<file path="config.mk">
export PLATFORM = sky130hd
export DESIGN_NAME = suprw_top
export DESIGN_NICKNAME = d
export VERILOG_FILES = /design/src/include/suprw_pkg.sv /design/src/design/suprw_edge.sv /design/src/design/suprw_sync.sv /design/src/design/suprw_top.sv
export SDC_FILE = /design/constraint.sdc
export NUM_CORES = 1
export LEC_CHECK = 0
export ABC_CLOCK_PERIOD_IN_PS = 10400
export BUFFER_PORTS_ARGS = -buffer_cell sky130_fd_sc_hd__buf_2
export CAP_MARGIN = 25
export CELL_PAD_IN_SITES_DETAIL_PLACEMENT = 0
export CELL_PAD_IN_SITES_GLOBAL_PLACEMENT = 1
export CORE_MARGIN = 1
export CORE_UTILIZATION = 49
export DETAILED_ROUTE_END_ITERATION = 7
export PLACE_DENSITY = 0.91
export SYNTH_ARGS = -nofsm -noshare
export SYNTH_HDL_FRONTEND = slang
export SYNTH_SLANG_ARGS = --single-unit
</file>
<file path="constraint.sdc">
create_clock -name core_clk_i -period 10.4 [get_ports core_clk_i]
set_clock_uncertainty 0.2 [all_clocks]
set_input_delay 1.04 -clock core_clk_i [delete_from_list [all_inputs] [get_ports core_clk_i]]
set_output_delay 1.04 -clock core_clk_i [all_outputs]
set_load 0.01 [all_outputs]
</file>
<file path="src/include/suprw_pkg.sv">
package suprw_pkg;
  // ----------------------------------------
  // Timing
  // ----------------------------------------
  localparam int unsigned CLK_PERIOD_NS = 10;
  localparam int unsigned RESET_TIMEOUT_MS = 200;
  localparam int unsigned WD_SLOW_MS = 1600;
  localparam int unsigned WD_FAST_MS = 100;
  localparam int unsigned CE_HOLD_US = 15;
  localparam int unsigned KICK_PULSE_NS = 100;
  localparam int unsigned RESET_TIMEOUT_CYC = RESET_TIMEOUT_MS * 1000000 / CLK_PERIOD_NS;
  localparam int unsigned WD_SLOW_CYC = WD_SLOW_MS * 1000000 / CLK_PERIOD_NS;
  localparam int unsigned WD_FAST_CYC = WD_FAST_MS * 1000000 / CLK_PERIOD_NS;
  localparam int unsigned CE_HOLD_CYC = CE_HOLD_US * 1000 / CLK_PERIOD_NS;
  // Least pulse width, rounded up
  localparam int unsigned KICK_PULSE_CYC = (KICK_PULSE_NS + CLK_PERIOD_NS - 1) / CLK_PERIOD_NS;
  localparam int unsigned EXT_WD_NORMAL_CLKS = 1024;
  localparam int unsigned EXT_WD_FIRST_CLKS = 4096;
  localparam int unsigned EXT_RESET_CLKS = 2048;
  localparam int unsigned CNT_W = 32;
  localparam int unsigned SYNC_STAGES = 2;
endpackage : suprw_pkg

</file>
<file path="src/design/suprw_edge.sv">
`timescale 1ns/1ps
// Detects external timebase edges; one-cycle tick per rising edge
module suprw_edge (
  input wire logic core_clk_i,
  input wire logic rst_n_i,
  input wire logic level_i,
  output logic rise_o,
  output logic fall_o
);
  logic last_reg;

  always_ff @(posedge core_clk_i or negedge rst_n_i) begin
    if (!rst_n_i) begin
      last_reg <= 1'b0;
    end else begin
      last_reg <= level_i;
    end
  end

  assign rise_o = level_i & ~last_reg;
  assign fall_o = ~level_i & last_reg;
endmodule : suprw_edge

</file>
<file path="src/design/suprw_sync.sv">
`timescale 1ns/1ps
// Two-flop level synchroniser; first stage feeds only the second
module suprw_sync #(
  parameter int unsigned WIDTH = 1
) (
  input wire logic core_clk_i,
  input wire logic rst_n_i,
  input wire logic [WIDTH-1:0] async_i,
  input wire logic [WIDTH-1:0] rst_val_i,
  output logic [WIDTH-1:0] sync_o
);
  logic [WIDTH-1:0] meta_reg;
  logic [WIDTH-1:0] sync_reg;
  logic init_reg;

  always_ff @(posedge core_clk_i or negedge rst_n_i) begin
    if (!rst_n_i) begin
      meta_reg <= '0;
      sync_reg <= '0;
      init_reg <= 1'b0;
    end else begin
      init_reg <= 1'b1;
      meta_reg <= async_i;
      sync_reg <= init_reg ? meta_reg : rst_val_i;
    end
  end

  assign sync_o = sync_reg;
endmodule : suprw_sync

</file>
<file path="src/design/suprw_top.sv">
`timescale 1ns/1ps
module suprw_top #(
  parameter int unsigned RESET_TIMEOUT_CYC = suprw_pkg::RESET_TIMEOUT_CYC,
  parameter int unsigned WD_SLOW_CYC = suprw_pkg::WD_SLOW_CYC,
  parameter int unsigned WD_FAST_CYC = suprw_pkg::WD_FAST_CYC,
  parameter int unsigned CE_HOLD_CYC = suprw_pkg::CE_HOLD_CYC,
  parameter int unsigned EXT_WD_NORMAL_CLKS = suprw_pkg::EXT_WD_NORMAL_CLKS,
  parameter int unsigned EXT_WD_FIRST_CLKS = suprw_pkg::EXT_WD_FIRST_CLKS,
  parameter int unsigned EXT_RESET_CLKS = suprw_pkg::EXT_RESET_CLKS
) (
  input wire logic core_clk_i,
  input wire logic rst_n_i,
  input wire logic supply_low_i,
  input wire logic backup_below_i,
  input wire logic watchdog_kick_input_i,
  input wire logic watchdog_kick_float_i,
  input wire logic timebase_source_select_i,
  input wire logic timebase_input_i,
  input wire logic early_warning_input_i,
  input wire logic chip_sel_n_i,
  output logic reset_n_o,
  output logic reset_hi_o,
  output logic reset_hi_oe_o,
  output logic watchdog_fault_output_n_o,
  output logic backup_on_o,
  output logic supply_ok_o,
  output logic early_warning_flag_n_o,
  output logic chip_sel_n_o
);
  // ----------------------------------------
  // Elaboration checks
  // ----------------------------------------
  if (RESET_TIMEOUT_CYC < 1 || WD_SLOW_CYC < 1 || WD_FAST_CYC < 1 || CE_HOLD_CYC < 1 ||
      EXT_WD_NORMAL_CLKS < 1 || EXT_WD_FIRST_CLKS < 1 || EXT_RESET_CLKS < 1) begin : g_chk
    $error("suprw_top: every count must be at least one");
  end

  localparam int unsigned W = suprw_pkg::CNT_W;

  typedef enum logic [2:0] {
    SUPRW_POR = 3'b001,
    SUPRW_RUN = 3'b010,
    SUPRW_PULSE = 3'b100
  } suprw_state_t;

  // ----------------------------------------
  // Input synchronisation
  // ----------------------------------------
  logic [5:0] raw_in;
  logic [5:0] syn_in;
  logic uv_s;
  logic bk_s;
  logic kick_s;
  logic float_s;
  logic tsel_s;
  logic tbi_s;

  assign raw_in = {timebase_input_i, timebase_source_select_i, watchdog_kick_float_i,
                   watchdog_kick_input_i, backup_below_i, supply_low_i};

  suprw_sync #(.WIDTH(6)) u_sync (
    .core_clk_i(core_clk_i),
    .rst_n_i(rst_n_i),
    .async_i(raw_in),
    .rst_val_i(6'h03), // Undervoltage assumed until inputs settle
    .sync_o(syn_in)
  );

  assign uv_s = syn_in[0];
  assign bk_s = syn_in[1] & syn_in[0];
  assign kick_s = syn_in[2];
  assign float_s = syn_in[3];
  assign tsel_s = syn_in[4];
  assign tbi_s = syn_in[5];

  // ----------------------------------------
  // Timebase selection
  // ----------------------------------------
  logic ext_tick;
  logic ext_mode;
  logic tick;

  suprw_edge u_tb_edge (
    .core_clk_i(core_clk_i),
    .rst_n_i(rst_n_i),
    .level_i(tbi_s),
    .rise_o(ext_tick),
    .fall_o()
  );

  // Timebase inputs are ignored in backup mode
  assign ext_mode = ~tsel_s & ~bk_s;
  assign tick = ext_mode ? ext_tick : 1'b1;

  function automatic logic [W-1:0] wd_limit(input logic ext, input logic tb_low,
                                            input logic first);
    logic [W-1:0] r;
    r = W'(WD_SLOW_CYC);
    if (ext) begin
      r = first ? W'(EXT_WD_FIRST_CLKS) : W'(EXT_WD_NORMAL_CLKS);
    end else if (tb_low && !first) begin
      r = W'(WD_FAST_CYC);
    end
    return r;
  endfunction : wd_limit

  logic [W-1:0] rst_limit;
  assign rst_limit = ext_mode ? W'(EXT_RESET_CLKS) : W'(RESET_TIMEOUT_CYC);

  // ----------------------------------------
  // Kick edge detect
  // ----------------------------------------
  logic kick_last_reg;
  logic kick_edge;

  always_ff @(posedge core_clk_i or negedge rst_n_i) begin
    if (!rst_n_i) begin
      kick_last_reg <= 1'b0;
    end else begin
      kick_last_reg <= kick_s;
    end
  end

  // Pulses of one sample or more show as two edges, either restarts the timer
  assign kick_edge = (kick_s ^ kick_last_reg) & ~float_s;

  // ----------------------------------------
  // Reset sequencer
  // ----------------------------------------
  suprw_state_t state_reg;
  logic [W-1:0] rst_cnt_reg;
  logic [W-1:0] wd_cnt_reg;
  logic first_reg;
  logic wd_off;
  logic wd_expire;
  logic rst_done;

  // Backup requires undervoltage, so it adds nothing to reset here
  assign wd_off = uv_s | bk_s | float_s;
  assign wd_expire = (state_reg == SUPRW_RUN) && !wd_off && tick &&
                     (wd_cnt_reg + 1'b1 >= wd_limit(ext_mode, ~tbi_s, first_reg));
  assign rst_done = tick && (rst_cnt_reg + 1'b1 >= rst_limit);

  always_ff @(posedge core_clk_i or negedge rst_n_i) begin
    if (!rst_n_i) begin
      state_reg <= SUPRW_POR;
    end else if (uv_s) begin
      state_reg <= SUPRW_POR;
    end else begin
      unique case (state_reg)
        SUPRW_POR, SUPRW_PULSE: begin
          if (rst_done) begin
            state_reg <= SUPRW_RUN;
          end
        end
        SUPRW_RUN: begin
          if (wd_expire) begin
            state_reg <= SUPRW_PULSE;
          end
        end
        default: begin
          state_reg <= SUPRW_POR;
        end
      endcase
    end
  end

  always_ff @(posedge core_clk_i or negedge rst_n_i) begin
    if (!rst_n_i) begin
      rst_cnt_reg <= '0;
    end else if (uv_s || state_reg == SUPRW_RUN) begin
      rst_cnt_reg <= '0;
    end else if (tick) begin
      rst_cnt_reg <= rst_done ? '0 : rst_cnt_reg + 1'b1;
    end
  end

  always_ff @(posedge core_clk_i or negedge rst_n_i) begin
    if (!rst_n_i) begin
      wd_cnt_reg <= '0;
    end else if (state_reg != SUPRW_RUN || wd_off || kick_edge || wd_expire) begin
      wd_cnt_reg <= '0;
    end else if (tick) begin
      wd_cnt_reg <= wd_cnt_reg + 1'b1;
    end
  end

  // First period after any reset uses the long timeout
  always_ff @(posedge core_clk_i or negedge rst_n_i) begin
    if (!rst_n_i) begin
      first_reg <= 1'b1;
    end else if (state_reg != SUPRW_RUN) begin
      first_reg <= 1'b1;
    end else if (kick_edge) begin
      first_reg <= 1'b0;
    end
  end

  // ----------------------------------------
  // Watchdog fault output
  // ----------------------------------------
  logic fault_reg;

  always_ff @(posedge core_clk_i or negedge rst_n_i) begin
    if (!rst_n_i) begin
      fault_reg <= 1'b0;
    end else if (wd_off || kick_edge) begin
      fault_reg <= 1'b0;
    end else if (wd_expire) begin
      fault_reg <= 1'b1;
    end
  end

  // ----------------------------------------
  // Reset outputs
  // ----------------------------------------
  logic rst_act;
  logic rst_act_reg;
  assign rst_act = (state_reg != SUPRW_RUN);

  always_ff @(posedge core_clk_i or negedge rst_n_i) begin
    if (!rst_n_i) begin
      rst_act_reg <= 1'b1;
    end else begin
      rst_act_reg <= rst_act;
    end
  end

  // Open-drain high output: release when asserted, external pull defines level
  assign reset_n_o = ~rst_act_reg;
  assign reset_hi_o = 1'b0;
  assign reset_hi_oe_o = ~rst_act_reg;

  // ----------------------------------------
  // Chip-select gating
  // ----------------------------------------
  logic pass_reg;
  logic [W-1:0] ce_cnt_reg;
  logic cs_out_reg;

  always_ff @(posedge core_clk_i or negedge rst_n_i) begin
    if (!rst_n_i) begin
      pass_reg <= 1'b0;
      ce_cnt_reg <= '0;
    end else if (!rst_act) begin
      pass_reg <= 1'b1;
      ce_cnt_reg <= '0;
    end else if (pass_reg) begin
      // Let an active cycle finish, cutting it only once CE_HOLD_CYC cycles have passed
      if (chip_sel_n_i || ce_cnt_reg + 1'b1 >= W'(CE_HOLD_CYC)) begin
        pass_reg <= 1'b0;
      end
      ce_cnt_reg <= ce_cnt_reg + 1'b1;
    end
  end

  always_ff @(posedge core_clk_i or negedge rst_n_i) begin
    if (!rst_n_i) begin
      cs_out_reg <= 1'b1;
    end else begin
      cs_out_reg <= (pass_reg && !(rst_act && chip_sel_n_i)) ? chip_sel_n_i : 1'b1;
    end
  end

  assign chip_sel_n_o = cs_out_reg;

  // ----------------------------------------
  // Status flags
  // ----------------------------------------
  logic ew_reg;
  logic fault_n_reg;

  always_ff @(posedge core_clk_i or negedge rst_n_i) begin
    if (!rst_n_i) begin
      ew_reg <= 1'b0;
      fault_n_reg <= 1'b1;
    end else begin
      ew_reg <= early_warning_input_i;
      fault_n_reg <= ~fault_reg;
    end
  end

  assign watchdog_fault_output_n_o = fault_n_reg;
  assign supply_ok_o = ~uv_s;
  assign backup_on_o = bk_s;
  assign early_warning_flag_n_o = ew_reg;
endmodule : suprw_top

</file>
==> metrics.log <==
[metrics] result of the run: finished, final reports clean
[metrics] die height: 129 um
[metrics] overall die width: 129 um
[metrics] number of cells on the worst hold path: 1
[metrics] depth of the most critical reg-to-reg path: 16
[metrics] arrival time reported for the critical path endpoint: 4.62 ns
[metrics] library cells used by synthesis: 75
[metrics] worst setup slack before clock tree synthesis: 5.95 ns
[metrics] number of buffers added for setup after CTS: 0
[metrics] relative slew slack: 38.5%
[metrics] basic-gate share of the synthesized area counting and, or, nand and nor cells: 31.4%
[metrics] die area: 16,700 um^2
[metrics] Area Growth Syn to Fin: 9.74%
[metrics] net count after synthesis: 912
[metrics] Netlist Area Pre-Place: 7940 um^2
[metrics] Residual DRC: 0
[metrics] number of hold-slack violations in the final timing report: 0
[metrics] area of the multi-input gates: 4570 um^2
[metrics] global-route wire length before repair: 29.7 mm
[metrics] final RePlAce weighted congestion: 0.908
[metrics] slew at the pin closest to its max-slew limit: 0.923 ns
[metrics] detailed-route via count: 6,378
[metrics] master cell of the clock root buffer: sky130_fd_sc_hd__clkbuf_16
[metrics] buffer depth of the longest clock path: 2
[metrics] Synth async-reset ratio: 100%
[metrics] sequential fraction of the synthesis area: 38.2%
[metrics] Switching Share: 25.2%
[metrics] post-detailed-route wirelength per cell: 15.5 um
[metrics] Fill cells: 1,418
[metrics] top_reg_cell synth: sky130_fd_sc_hd__dfrtp_1
[metrics] sum of routed wire length over all layers: 17.1 mm
[metrics] IR drop worst, VDD: 0.000165 V
[metrics] per-cell via count in the routed design: 5.78
[metrics] standby leakage power: 3.77 nW
[metrics] overall power: 1.11 mW
[metrics] Crit path largest cell delay: 0.80 ns
[metrics] fraction of layout instances using a drive strength above 1: 13.6%
[metrics] detailed-placement wirelength estimate: 11.4 mm
[metrics] CP Max Fanout: 32
[metrics] starting utilization of the core area: 50.2%
[metrics] cell type of the slowest stage on the worst timing path: sky130_fd_sc_hd__a2111o_4
[metrics] 1st-iter DRT viols: 451
[metrics] pwr dens: 127 nW/um^2
[metrics] number of cells upsized or downsized after cts: 0
[metrics] worst min path class: register to register
[metrics] # setup viols final: 0
[metrics] share of the synthesized netlist area taken by xor and xnor gates: 9.93%
[metrics] number of top-level pins: 18
[metrics] aggregate global-route resource usage: 22.5%
[metrics] Synth Register Bits: 121
[metrics] fraction of the mapped netlist area in compound gates: 11.4%
[metrics] Worst-path clk slew: 0.06 ns
[metrics] sequential fraction of design power: 43.0%
[metrics] Inserted Diodes: 0
[metrics] average cell area after synthesis: 9.04 um^2
[metrics] sum of overflow across all layers after global routing: 0
[metrics] internal portion of total power: 0.829 mW
[metrics] cell breakdown of the critical path: nand3_2 > or2_2 > nor2_1 > and3_1 > inv_1 > nor2_1 > xor2_1 > ha_1 > and3_1 > nand4_1 > a211oi_1 > a211o_1 > a21oi_1 > o21ai_1 > a2111o_4 > a21oi_1
[metrics] # nets final: 909
[metrics] number of sinks driven by the clock tree: 121
[metrics] crit path launch type: register
[metrics] slack of the critical path: 5.92 ns
[metrics] setup slack on the worst flop-to-flop path: 5.92 ns
[metrics] Warnings, synthesis: 0
[metrics] WP data required: 10.54 ns
[metrics] portion of total power attributed to the clock network: 53.7%
[metrics] Final Hold Slack: 0.211 ns
[metrics] Final Cycle Share: 43.1%
[metrics] sort of element at the end of the critical path: register
[metrics] number of detailed-route iterations in the first pass: 5
[metrics] antenna violations before repair: 0
[metrics] count of buffering cells on the critical path with inverters included: 1
[metrics] # rows: 46
[metrics] TritonCTS buffer count: 17
[metrics] count of input and output buffers: 16
[metrics] Max Fclk: 223 MHz
[metrics] count of flip-flops with a built-in enable after synthesis: 0
[metrics] hold bufs inserted after CTS: 0
[metrics] worst-skew pair later-pin latency: 0.43 ns
[metrics] Synth Area in Adders: 3.78%
[metrics] Pins Over Slew Limit: 0
[metrics] combinational family with the most area after synthesis: simple AND/OR/NAND/NOR gates
[metrics] number of global-route vias before repair: 5,998
[metrics] proportion of synthesized area in mux cells: 0.946%
[metrics] register area: 3030 um^2
[metrics] Placeable Area: 15,800 um^2
[metrics] Crit Path Class: register to register
[metrics] pin count of the biggest net entering global routing: 70
[metrics] count of maximum capacitance violations: 0
[metrics] Comb power frac: 3.3%
[metrics] number of cells on the critical path: 16
[metrics] Final ANT Viol Nets: 0
[metrics] RSZ-0062 raised after global routing: false
[metrics] final setup TNS: 0 ns
[metrics] Cells after Synth: 878
[metrics] TritonCTS clock tree: done
[metrics] Sw Pwr: 0.280 mW
[metrics] crit path time final: 4.48 ns
[metrics] kind of cell adding the most delay to the critical path: compound AO/OA/AOI/OAI gates
[metrics] Clock H-tree levels: 4
final timing paths:
path                                      startpoint                                   to
max                        wd_cnt_reg[3]$_DFFE_PN0P_            wd_cnt_reg[1]$_DFFE_PN0P_
min                            fault_reg$_DFFE_PN0P_  watchdog_fault_output_n_o$_DFF_PN1_
max reg2reg                wd_cnt_reg[3]$_DFFE_PN0P_            wd_cnt_reg[1]$_DFFE_PN0P_
min reg2reg                    fault_reg$_DFFE_PN0P_  watchdog_fault_output_n_o$_DFF_PN1_
max in group asynchronous                    rst_n_i            ce_cnt_reg[4]$_DFFE_PN0P_
min in group asynchronous                    rst_n_i          rst_cnt_reg[30]$_DFFE_PN0P_
kinds of logic (layout without fill, tap and decap cells):
group,after synthesis,count (layout)
and+or+nand+nor,434,434
buffers and inverters,70,80
xor gates and xnor gates,90,90
other,2,2
AOI/OAI and AO/OA,130,130
adders and majority gates,24,24
muxes,7,7
DFF,121,121
cell usage after synthesis (16+ instances only):
cell type	count	area share, %
sky130_fd_sc_hd__o21ai_0	26	1.6
sky130_fd_sc_hd__xnor2_1	33	3.6
sky130_fd_sc_hd__clkbuf_1	31	1.5
sky130_fd_sc_hd__o211ai_1	16	1.5
sky130_fd_sc_hd__dfrtp_1	116	37
sky130_fd_sc_hd__nor2_1	71	3.4
sky130_fd_sc_hd__nor3_1	27	1.7
sky130_fd_sc_hd__nor2_4	30	4.3
sky130_fd_sc_hd__nand4_1	36	2.8
sky130_fd_sc_hd__a21oi_1	22	1.4
sky130_fd_sc_hd__inv_1	21	0.99
sky130_fd_sc_hd__nand2_1	93	4.4
sky130_fd_sc_hd__nand3_1	50	3.2
sky130_fd_sc_hd__xor2_1	57	6.3
sky130_fd_sc_hd__ha_1	24	3.8
sky130_fd_sc_hd__and3_1	42	3.3
final cells by class:
class / count / share of cell area (%)
Timing Repair Buffer: 27 / 1.87
Clock inverter: 14 / 1.75
Sequential cell: 121 / 34.8
Inverter: 21 / 0.905
Clock buffer: 18 / 5.04
Multi-Input combinational cell: 687 / 52.5
Tap cell: 216 / 3.10
layout by cell type, fill, tap and decap left out, drive strengths merged, types with 5 or more instances in the layout:
cell,netlist,final
nor3b,6,6
and3,42,42
nand3,52,52
a211oi,6,6
a31oi,8,8
dfrtp,116,116
buf,17,26
nand2,93,93
nor3,28,28
nor2,101,101
dfstp,5,5
nand4,38,38
inv,21,30
a21o,6,6
o31ai,5,5
ha,24,24
a21oi,22,22
clkbuf,32,19
nand2b,7,7
nor4,18,18
and4,10,10
o21ai,30,30
and2,11,11
xnor2,33,33
xor2,57,57
or3,12,12
o211ai,16,16
layer usage:
layer  share of wire, %  wire, um  GRT usage, %  up-vias
met5                  0         0             0        -
met2                 46      7800          35.1      131
met3                3.5       605          4.62       22
met1                 50      8520          31.4     3084
met4                1.2       211          6.85        0
li1                   -         -             -     3141
through the flow:
step / std cells / util, % / cell area [um^2]
3_3_place_gp: 1071 / 51.3 / 8110
6_report: 1104 / 55.0 / 8710
3_5_place_dp: 1071 / 51.3 / 8110
5_1_grt: 1104 / 55.0 / 8710
2_1_floorplan: 878 / - / 7940
4_1_cts: 1103 / 55.0 / 8710
power groups by stage:
stage	clock (mW)	sequential (mW)	combinational, mW
floorplan	0	0.485	0.0172
global placement	0	0.485	0.0367
detailed placement	0	0.485	0.0371
CTS	0.608	0.477	0.0372
global route	0.627	0.477	0.0418
finish	0.595	0.477	0.0367
Note: power is estimated with default switching activity, not from simulation.
